$ cat src/hw/level_detect_pkg.sv
`default_nettype none

package level_detect_pkg;

   // register offsets on the serial port
   localparam logic [7:0] detector_config_offset  = 8'h09;
   localparam logic [7:0] level_data_offset       = 8'h36;
   localparam logic [7:0] level_control_offset    = 8'h74;

   // field positions
   localparam int         power_down_bit          = 3;
   localparam int         strobe_bit              = 4;
   localparam int         target_select_lsb       = 0;
   localparam int         target_select_width     = 3;

   // target-select codes
   localparam logic [2:0] target_threshold        = 3'h1;
   localparam logic [2:0] target_measure          = 3'h7;

   // threshold range in millivolts
   localparam logic [7:0] threshold_max_mv        = 8'h80;
   localparam logic [7:0] threshold_coarse_mv     = 8'h40;

   // reset values
   localparam logic [7:0] detector_config_reset   = 8'h00;
   localparam logic [7:0] level_data_reset        = 8'h00;
   localparam logic [7:0] level_control_reset     = 8'h00;
   localparam logic [7:0] threshold_reset         = 8'h00;
   localparam logic [7:0] unmapped_read_value     = 8'h00;

   // serial port
   localparam logic [5:0] slave_address_upper     = 6'h20;
   localparam logic [3:0] bits_per_byte           = 4'h8;

endpackage

`default_nettype wire

$ cat src/hw/signal_level_detect_control.sv
`timescale 1ns/1ns
`default_nettype none

module signal_level_detect_control
   import level_detect_pkg::*;
(
   input  wire logic       ref_clk_in,
   input  wire logic       rst_n_in,
   input  wire logic       scl_in,
   input  wire logic       sda_in,
   input  wire logic       address_select_in,
   input  wire logic       level_below_threshold_in,
   input  wire logic       level_above_double_in,
   input  wire logic [7:0] amplitude_mv_in,
   output var  logic       sda_out,
   output var  logic       sda_oe_n_out,
   output var  logic       signal_absent_alarm_out,
   output var  logic       level_detector_power_down_out,
   output var  logic [7:0] threshold_mv_out
);

   ////////////////////////////////////////////////////////////////////////////
   // pin synchronisers

   logic [4:0] sync_bus;
   logic       scl_s;
   logic       sda_s;
   logic       addr_s;
   logic       below_s;
   logic       above_s;

   two_flop_sync #(.width(5)) pin_sync (
      .ref_clk_in (ref_clk_in),
      .rst_n_in   (rst_n_in),
      .async_in   ({scl_in, sda_in, address_select_in, level_below_threshold_in, level_above_double_in}),
      .sync_out   (sync_bus)
   );

   assign scl_s   = sync_bus[4];
   assign sda_s   = sync_bus[3];
   assign addr_s  = sync_bus[2];
   assign below_s = sync_bus[1];
   assign above_s = sync_bus[0];

   ////////////////////////////////////////////////////////////////////////////
   // serial slave

   typedef enum {s_idle, s_addr, s_addr_ack, s_sub, s_sub_ack, s_wr, s_wr_ack, s_rd, s_rd_ack} port_state_t;

   port_state_t state_reg;
   logic        scl_d_reg;
   logic        sda_d_reg;
   logic [7:0]  shift_reg;
   logic [7:0]  tx_reg;
   logic [3:0]  count_reg;
   logic        read_reg;
   logic        more_reg;
   logic [7:0]  pointer_reg;
   logic        wr_en_reg;
   logic [7:0]  wr_addr_reg;
   logic [7:0]  wr_data_reg;
   logic [7:0]  config_reg;
   logic [7:0]  data_reg;
   logic [7:0]  control_reg;

   wire         scl_rise    = scl_s & ~scl_d_reg;
   wire         scl_fall    = ~scl_s & scl_d_reg;
   wire         start_seen  = scl_s & scl_d_reg & sda_d_reg & ~sda_s;
   wire         stop_seen   = scl_s & scl_d_reg & ~sda_d_reg & sda_s;
   wire         byte_done   = scl_fall && (count_reg == bits_per_byte);
   wire [7:0]   shift_next  = {shift_reg[6:0], sda_s};
   wire         addr_match  = (shift_reg[7:1] == {slave_address_upper, addr_s});
   wire [7:0]   pointer_inc = pointer_reg + 8'h01;

   function automatic logic [7:0] read_byte(input logic [7:0] addr);
      if (addr == detector_config_offset)
         return config_reg;
      else if (addr == level_data_offset)
         return data_reg;
      else if (addr == level_control_offset)
         return control_reg;
      else
         return unmapped_read_value;
   endfunction

   wire [7:0]   read_first  = read_byte(pointer_reg);
   wire [7:0]   read_next   = read_byte(pointer_inc);

   always_ff @(posedge ref_clk_in or negedge rst_n_in) begin
      if (!rst_n_in) begin
         state_reg    <= s_idle;
         scl_d_reg    <= 1'b1;
         sda_d_reg    <= 1'b1;
         shift_reg    <= 8'h00;
         tx_reg       <= 8'h00;
         count_reg    <= 4'h0;
         read_reg     <= 1'b0;
         more_reg     <= 1'b0;
         pointer_reg  <= 8'h00;
         wr_en_reg    <= 1'b0;
         wr_addr_reg  <= 8'h00;
         wr_data_reg  <= 8'h00;
         sda_oe_n_out <= 1'b1;
         sda_out      <= 1'b0;
      end else begin
         scl_d_reg <= scl_s;
         sda_d_reg <= sda_s;
         wr_en_reg <= 1'b0;
         sda_out   <= 1'b0;
         if (start_seen) begin
            state_reg    <= s_addr;
            count_reg    <= 4'h0;
            sda_oe_n_out <= 1'b1;
         end else if (stop_seen) begin
            state_reg    <= s_idle;
            sda_oe_n_out <= 1'b1;
         end else begin
            unique case (state_reg)
               s_idle: begin
               end
               s_addr, s_sub, s_wr: begin
                  if (scl_rise) begin
                     shift_reg <= shift_next;
                     count_reg <= count_reg + 4'h1;
                  end
                  if (byte_done) begin
                     sda_oe_n_out <= 1'b0;
                     if (state_reg == s_addr) begin
                        // no ack and stay off the bus when another slave is addressed
                        sda_oe_n_out <= ~addr_match;
                        read_reg     <= shift_reg[0];
                        state_reg    <= addr_match ? s_addr_ack : s_idle;
                     end else if (state_reg == s_sub) begin
                        pointer_reg <= shift_reg;
                        state_reg   <= s_sub_ack;
                     end else begin
                        wr_en_reg   <= 1'b1;
                        wr_addr_reg <= pointer_reg;
                        wr_data_reg <= shift_reg;
                        state_reg   <= s_wr_ack;
                     end
                  end
               end
               s_addr_ack, s_sub_ack, s_wr_ack: begin
                  if (scl_fall) begin
                     count_reg <= 4'h0;
                     sda_oe_n_out <= 1'b1;
                     if (state_reg == s_wr_ack)
                        pointer_reg <= pointer_inc;
                     if (state_reg == s_addr_ack && read_reg) begin
                        tx_reg       <= read_first;
                        sda_oe_n_out <= read_first[7];
                        count_reg    <= 4'h1;
                        state_reg    <= s_rd;
                     end else begin
                        state_reg <= (state_reg == s_addr_ack) ? s_sub : s_wr;
                     end
                  end
               end
               s_rd: begin
                  if (byte_done) begin
                     sda_oe_n_out <= 1'b1;
                     state_reg    <= s_rd_ack;
                  end else if (scl_fall) begin
                     tx_reg       <= {tx_reg[6:0], 1'b0};
                     sda_oe_n_out <= tx_reg[6];
                     count_reg    <= count_reg + 4'h1;
                  end
               end
               s_rd_ack: begin
                  if (scl_rise)
                     more_reg <= ~sda_s;
                  if (scl_fall) begin
                     if (more_reg) begin
                        pointer_reg  <= pointer_inc;
                        tx_reg       <= read_next;
                        sda_oe_n_out <= read_next[7];
                        count_reg    <= 4'h1;
                        state_reg    <= s_rd;
                     end else begin
                        state_reg <= s_idle;
                     end
                  end
               end
            endcase
         end
      end
   end

   ////////////////////////////////////////////////////////////////////////////
   // register file and level-detector control

   logic       armed_reg;
   logic [2:0] armed_select_reg;

   wire [2:0] new_select   = wr_data_reg[target_select_lsb +: target_select_width];
   wire       ctrl_write   = wr_en_reg && (wr_addr_reg == level_control_offset);
   wire       data_write   = wr_en_reg && (wr_addr_reg == level_data_offset);
   wire       config_write = wr_en_reg && (wr_addr_reg == detector_config_offset);
   wire       strobe_rise  = ctrl_write && !control_reg[strobe_bit] && wr_data_reg[strobe_bit];
   wire       strobe_fall  = ctrl_write && control_reg[strobe_bit] && !wr_data_reg[strobe_bit];
   // a strobe rise then fall is needed before acting, with the same select value at the rising write and the falling write
   wire       toggle_done  = strobe_fall && armed_reg && (armed_select_reg == new_select);
   wire       load_thresh  = toggle_done && (new_select == target_threshold);
   wire       measure_fire = toggle_done && (new_select == target_measure);
   wire       powered_down = config_reg[power_down_bit];
   // out-of-range requests saturate at the top of the span
   wire [7:0] thresh_clamp = (data_reg > threshold_max_mv) ? threshold_max_mv : data_reg;
   wire [7:0] thresh_next  = (thresh_clamp >= threshold_coarse_mv) ?
                             {thresh_clamp[7:1], 1'b0} : thresh_clamp;
   // amplitude arrives as an absolute figure, upstream of any slice offset
   wire [7:0] measure_next = powered_down ? 8'h00 : amplitude_mv_in;

   always_ff @(posedge ref_clk_in or negedge rst_n_in) begin
      if (!rst_n_in) begin
         config_reg       <= detector_config_reset;
         control_reg      <= level_control_reset;
         data_reg         <= level_data_reset;
         armed_reg        <= 1'b0;
         armed_select_reg <= 3'h0;
         threshold_mv_out <= threshold_reset;
      end else begin
         if (config_write)
            config_reg <= wr_data_reg & (8'h01 << power_down_bit);
         if (ctrl_write)
            control_reg <= wr_data_reg;
         if (strobe_rise) begin
            armed_reg        <= 1'b1;
            armed_select_reg <= new_select;
         end else if (strobe_fall) begin
            armed_reg <= 1'b0;
         end
         if (measure_fire)
            data_reg <= measure_next;
         else if (data_write)
            data_reg <= wr_data_reg;
         if (load_thresh)
            threshold_mv_out <= thresh_next;
      end
   end

   assign level_detector_power_down_out = config_reg[power_down_bit];

   ////////////////////////////////////////////////////////////////////////////
   // alarm with hysteresis

   // set wins over clear so a dip is never masked by a stale above flag
   always_ff @(posedge ref_clk_in or negedge rst_n_in) begin
      if (!rst_n_in)
         signal_absent_alarm_out <= 1'b0;
      else if (powered_down)
         signal_absent_alarm_out <= 1'b0;
      else if (below_s)
         signal_absent_alarm_out <= 1'b1;
      else if (above_s)
         signal_absent_alarm_out <= 1'b0;
   end
endmodule

`default_nettype wire

$ cat src/hw/two_flop_sync.sv
`timescale 1ns/1ns
`default_nettype none

module two_flop_sync #(
   parameter int width = 1
) (
   input  wire logic             ref_clk_in,
   input  wire logic             rst_n_in,
   input  wire logic [width-1:0] async_in,
   output var  logic [width-1:0] sync_out
);

   logic [width-1:0] meta_reg;

   // meta_reg is read by sync_out only
   always_ff @(posedge ref_clk_in or negedge rst_n_in) begin
      if (!rst_n_in) begin
         meta_reg <= '0;
         sync_out <= '0;
      end else begin
         meta_reg <= async_in;
         sync_out <= meta_reg;
      end
   end

endmodule

`default_nettype wire

$ cat config.mk
export PLATFORM = sky130hd
export DESIGN_NAME = signal_level_detect_control
export DESIGN_NICKNAME = d
export VERILOG_FILES = /design/src/hw/level_detect_pkg.sv /design/src/hw/signal_level_detect_control.sv /design/src/hw/two_flop_sync.sv
export SDC_FILE = /design/constraint.sdc
export NUM_CORES = 1
export LEC_CHECK = 0
export BUFFER_PORTS_ARGS = -buffer_cell sky130_fd_sc_hd__buf_2
export CORE_AREA = 2 2 138 73
export DETAILED_ROUTE_END_ITERATION = 8
export DIE_AREA = 0 0 140 75
export HOLD_SLACK_MARGIN = 0.02
export PLACE_DENSITY_LB_ADDON = 0.08
export SYNTH_ARGS = -nofsm -noshare
export SYNTH_HDL_FRONTEND = slang
export SYNTH_HIERARCHICAL = 1
export SYNTH_SLANG_ARGS = --single-unit
$ cat constraint.sdc
create_clock -name ref_clk_in -period 2.95 [get_ports ref_clk_in]
set_clock_uncertainty 0.2 [all_clocks]
set_input_delay 0.1475 -clock ref_clk_in [delete_from_list [all_inputs] [get_ports ref_clk_in]]
set_output_delay 0.1475 -clock ref_clk_in [all_outputs]
set_load 0.005 [all_outputs]
==> run metrics, run 1 <==
status completed; Clock transition at path regs 0.07 ns; CTS max path bufs 2; P_int 2.656 mW; Synth Cell Area 4948 um2; Seq/Total Area, Yosys 47.10%; adder-cell share of the synthesized area 2.023%; Root Driver clkbuf_16; Slew headroom 48.29%; CTS Buf Count 9; CTS H-tree depth 3; Worst Max-Slew Pin Slew 0.7757 ns; Max IR drop VDD 0.0004618 V; register bit total from synthesis 93; first-pass GRT wire length 20470 um; Cell Area, Placed 5230 um2; largest net degree at the start of global routing 59; Final Setup Violations 0; Net Sw Power 1.613 mW; Clock Power Share 28.6%; fraction of registers with async set/reset 100.0%; P&R area growth vs syn 14.94%; Synth Area in Simple Gates 20.05%; Fillers 765; core area 9228 um2; Die Width 140 um; DR WL/cell 19.21 um; period utilization 91.53%; Placer Congestion 0.9666; multiplexer share of the synthesized area 9.204%; dpl hpwl 9487 um; ant diodes 0; crit start category register; clock sink total 93; Final Critical Period 2.700 ns; met3 usage 7.061%; Vias/cell 6.008; final wirelength 12790 um; crit end category register; Critical Path RT 3.03 ns; die area 10500 um2; Register Area 2331 um2; met2 GRT Util 34.87%; DR DRC count 0; Most Used Layer, Global Route met1; met1 Usage GRT 41.08%; critical path's slowest cell dfrtp_1; CTS tree done; antenna violations before repair 0; Sw Share 37.78%; WP buf/inv 0; Syn Inst Count 503; largest family of logic cells by synthesized area simple AND/OR/NAND/NOR gates; setup bufs post-CTS 0; Final Max Tran Viols 0; Worst Path Max Fanout 9; Die Span Y 75 um; pwr dens 750.5 nW/um2; kind of critical path reg -> reg; starting density of the core 53.63%; Seq pwr share 39.7%; crit-path leading delay family simple AND/OR/NAND/NOR gates; leak pwr 2.503 nW; main flop type after synthesis dfrtp_1; Comb pwr share 31.7%; Max Fclk 370.4 MHz; post-synthesis cell type count 72; clk_lat worst skew 0.35 ns; antenna viol nets, final 0; delay of the slowest critical-path stage 0.49 ns; overflow left after global routing 0; GRT Overall Usage 25.91%; row count 25; Synth Area in Compound Gates 17.02%; Syn Area/Cell 9.838 um2; RSZ-0062 raised after global routing false; area of the multi-input gates 2437 um2; number of flops mapped to enable cells by yosys 0; # nets final 563; # port buffers 25; Final Instance Area 5688 um2; final setup TNS 0 ns; # IOs 27; Worst Hold Class reg -> reg; crit-path cells ha_2 -> nand3_1 -> o21a_1 -> nor4_4 -> nand4_1 -> a311o_1 -> mux2_2; layout cell share with drive strength beyond 1 16.88%; Synth warnings 6; number of max-cap violations 0; Via Count 4001; XOR/XNOR Fraction of Synth Area 0.7080%; Fin. Hold Viols 0; Net Count, Synth 526; DR pass1 iterations 5; number of DRC markers in iteration 0 305; crit path DAT 2.78 ns; vias in the first global route 3714
==> power by group through the flow <==
stage	clock [mW]	combinational (mW)	sequential [mW]
after detailed placement	0	1.30	1.71
final	1.22	1.35	1.69
after CTS	1.25	1.32	1.68
after global routing	1.28	1.49	1.72
after global placement	0	1.29	1.71
after floorplan	0	1.01	1.59
==> logic make-up (layout without fill, tap and decap cells) <==
logic type / Yosys count / count (layout)
AND/OR/NAND/NOR: 180 / 180
buffers and inverters: 44 / 86
AO/OA/AOI/OAI: 131 / 131
XOR/XNOR: 4 / 4
multiplexers: 42 / 42
flip-flops: 93 / 93
other: 1 / 1
adder cells (fa/ha/maj): 8 / 8
==> final timing paths <==
kind	start	end	slack (ns)	depth (start not counted)
max	pointer_reg[1]$_DFFE_PN0P_	sda_oe_n_out$_DFFE_PN1P_	0.25	7
min	pin_sync/meta_reg[2]$_DFF_PN0_	pin_sync/sync_out[2]$_DFF_PN0_	0.15	0
max reg2reg	pointer_reg[1]$_DFFE_PN0P_	sda_oe_n_out$_DFFE_PN1P_	0.25	7
min reg2reg	pin_sync/meta_reg[2]$_DFF_PN0_	pin_sync/sync_out[2]$_DFF_PN0_	0.15	0
max in group asynchronous	rst_n_in	sda_oe_n_out$_DFFE_PN1P_	1.59	3
min in group asynchronous	rst_n_in	wr_addr_reg[3]$_DFFE_PN0P_	0.22	2
==> cell usage after synthesis (10+ instances only) <==
library cell | n | area [um2]
a21oi_1 | 28 | 140.1
buf_2 | 10 | 50.05
clkbuf_1 | 15 | 56.30
dfrtp_1 | 90 | 2252
inv_1 | 16 | 60.06
mux2_2 | 22 | 247.7
mux2i_1 | 14 | 140.1
nand2_1 | 70 | 262.8
nand2b_1 | 10 | 62.56
nand3_1 | 11 | 55.05
nor2_1 | 23 | 86.33
o21ai_0 | 37 | 185.2
==> stage by stage <==
step                hold WS [ns]  total power, mW  setup WS (ns)  util, %  instances
CTS                       0.1506            4.250         0.1917    61.61        666
finish                    0.1495            4.269         0.2499    61.64        666
global route              0.1584            4.491      0.0004163    61.64        666
floorplan                -0.3481            2.598         0.4694        -        503
global placement         0.05621            2.996         0.3277    56.68        636
detailed placement       0.05682            3.004         0.2043    56.68        636
==> cell type report <==
cell class | instances | area share, %
Sequential cell | 93 | 40.98
Tap cell | 121 | 2.662
Inverter | 16 | 1.056
Clock inverter | 7 | 1.584
Timing Repair Buffer | 54 | 6.907
Multi-Input combinational cell | 366 | 42.85
Clock buffer | 9 | 3.960
==> metal layers <==
metal / part of all wire (%) / vias to the layer above
li1: - / 1898
met1: 53 / 1933
met2: 37 / 152
met3: 8.1 / 16
met4: 1.0 / 2
met5: 0.42 / -
==> cell usage in the layout (no fill, tap or decap), types with 4 or more instances in the layout <==
cell           count
a21oi_1           28
a22o_1             5
a22oi_1            8
a31oi_1            4
and2_1             6
and4b_1            4
buf_2             24
buf_4             15
clkbuf_16          9
dfrtp_1           90
dlygate4sd3_1     14
ha_1               7
inv_1             16
inv_6              4
mux2_1             6
mux2_2            22
mux2i_1           14
nand2_1           70
nand2b_1          10
nand3_1           11
nand3b_1           4
nand4_1            5
nor2_1            23
nor2b_1            6
nor3_1             7
nor3b_1            6
nor4b_1            4
o21ai_0           37
o21ai_1            7
o22ai_1            4
o31ai_1            4
==> repair_timing <==
| item | in CTS | in global routing |
|---|---|---|
| hold buffers | 14 | 0 |
| hold endpoints to repair | 68 | 0 |
| endpoints found under the setup margin | 0 | 1 |
| gates resized for setup | 0 | 1 |
Note: power is estimated with default switching activity, not from simulation.
==> inputs of run 2 (changes only) <==
- CORE_AREA: 2 2 138 73 -> 2 2 202 105
- DIE_AREA: 0 0 140 75 -> 0 0 204 107
==> run metrics, run 2 (synthesis gave the netlist of run 1 again) <==
crit-path leading delay family compound AO/OA/AOI/OAI gates; pwr dens 722.3 nW/um2 (-3.7%); antenna violations before repair 1 (+1); DR DRC count 0 (unchanged); P&R area growth vs syn 19.09%; crit start category register; Worst Path Max Fanout 17 (+8); period utilization 91.99% (+0.46 points); antenna viol nets, final 0 (unchanged); most common cell after layout, fill and taps aside dfrtp_1; final wirelength 15030 um (+18%); dpl hpwl 11540 um (+22%); fin util 29.33% (-32 points); largest net degree at the start of global routing 58 (-1.7%); Cell Area, Placed 5470 um2 (+4.6%); worst r2r src pointer_reg[2]$_DFFE_PN0P_; die area 21830 um2 (+110%); Worst Max-Slew Pin Slew 0.7973 ns (+0.02159 ns); # port buffers 25 (unchanged); worst reg-to-reg setup slack 0.24 ns (about the same); Fin. Hold Viols 0 (unchanged); kind of critical path reg -> reg; reg2reg path depth 6 (-1); Final Critical Period 2.714 ns (+0.01361 ns); GRT Overall Usage 14.51% (-11 points); clk_lat worst skew 0.35 ns (about the same); Final Setup Violations 0 (unchanged); Placer Congestion 0.8892 (-8.0%); Final Instance Area 5893 um2 (+3.6%); DR WL/cell 18.27 um (-4.9%); critical path's slowest cell dfrtp_1; Final Max Tran Viols 0 (unchanged); setup bufs post-CTS 0 (unchanged); Worst Hold Class in -> async; crit end category register; CTS max path bufs 2 (unchanged); vias in the first global route 3788 (+2.0%); Die Span Y 107 um (+43%); Fin Hold WS 0.1126 ns (-0.03695 ns); Post-Place Worst Slack 0.3107 ns (+0.1065 ns); status completed; number of DRC markers in iteration 0 380 (+25%); Vias/cell 4.854 (-19%); Critical Path RT 3.01 ns (-0.02 ns); DR pass1 iterations 4 (-1); layout cell share with drive strength beyond 1 17.45% (+0.57 points); post-cts sizing count 0 (unchanged); CTS H-tree depth 3 (unchanged); most frequent cells in the layout dfrtp_1 (90), nand2_1 (70), o21ai_0 (37); # nets final 568 (+0.89%); Slew headroom 46.73% (-1.6 points); final std cells w/o fill 823 (+24%); # IOs 27 (unchanged); Root Driver clkbuf_16; ant diodes 0 (unchanged); CTS tree done; leak pwr 2.512 nW (+0.37%); Worst Setup Slack, final 0.2363 ns (-0.01361 ns); Clock transition at path regs 0.07 ns (about the same); Max IR drop VDD 0.0002792 V (-40%); number of max-cap violations 0 (unchanged); Die Width 204 um (+46%); crit-path cells and3_1 -> nand4_1 -> a311oi_1 -> and2_1 -> a22oi_1 -> o221ai_1; overflow left after global routing 0 (unchanged); row count 37 (+48%); core area 20090 um2 (+120%); starting density of the core 24.63% (-29 points); R2R Path End tx_reg[0]$_DFFE_PN0P_; Max Fclk 368.5 MHz (-0.50%); CTS Buf Count 9 (unchanged); crit path DAT 2.77 ns (about the same); first-pass GRT wire length 23730 um (+16%); RSZ-0062 raised after global routing false; CTS Hold Bufs 14 (unchanged); Via Count 3995 (-0.15%); placed cell count 793 (+25%); clock sink total 93 (unchanged); Final Power 4.257 mW (-0.28%); delay of the slowest critical-path stage 0.67 ns (+0.18 ns); final setup TNS 0 ns (unchanged); WP buf/inv 0 (unchanged)
-- run 2: how the worst max path moves through the flow --
stage / startpoint / slack [ns] / cells past startpoint / to
floorplan: pointer_reg[0]$_DFFE_PN0P_ / 0.47 / 8 / sda_oe_n_out$_DFFE_PN1P_
global placement: shift_reg[5]$_DFFE_PN0P_ / 0.23 / 6 / state_reg[1]$_DFFE_PN0P_
detailed placement: shift_reg[4]$_DFFE_PN0P_ / 0.31 / 7 / sda_oe_n_out$_DFFE_PN1P_
CTS: shift_reg[5]$_DFFE_PN0P_ / 0.30 / 7 / sda_oe_n_out$_DFFE_PN1P_
global route: wr_addr_reg[3]$_DFFE_PN0P_ / 0.09 / 6 / data_reg[0]$_DFFE_PN0P_
finish: pointer_reg[2]$_DFFE_PN0P_ / 0.24 / 6 / tx_reg[0]$_DFFE_PN0P_
-- run 2: layout make-up --
cell class	instances	area [um2]
fillers	2150	14200
multi-input cells	366	2435
flip-flops and latches	93	2331
repair buffers	59	442.9
well taps	273	341.6
clock buffers	9	225.2
inverters	16	60.06
clock inverters	7	57.56
-- run 2: worst reg2reg max path: stages, from the launching register on --
cell      delay (ns)
dfrtp_1         0.67
and3_1          0.30
nand4_1         0.15
a311oi_1        0.62
and2_1          0.38
a22oi_1         0.13
o221ai_1        0.16
-- run 2: metal layers --
layer  GRT usage, %  routed length [um]
met5              0                   0
met4          2.019                  56
met3          3.769                 818
met2          16.69                5196
met1          25.20                8961
-- run 2: where the power goes --
group	total (mW)	internal (mW)	switching, mW	leakage, nW
Clock	1.13	0.584	0.545	0.134
Combinational	1.45	0.580	0.867	1.15
Sequential	1.68	1.42	0.257	1.22
Total	4.26	2.59	1.67	2.51
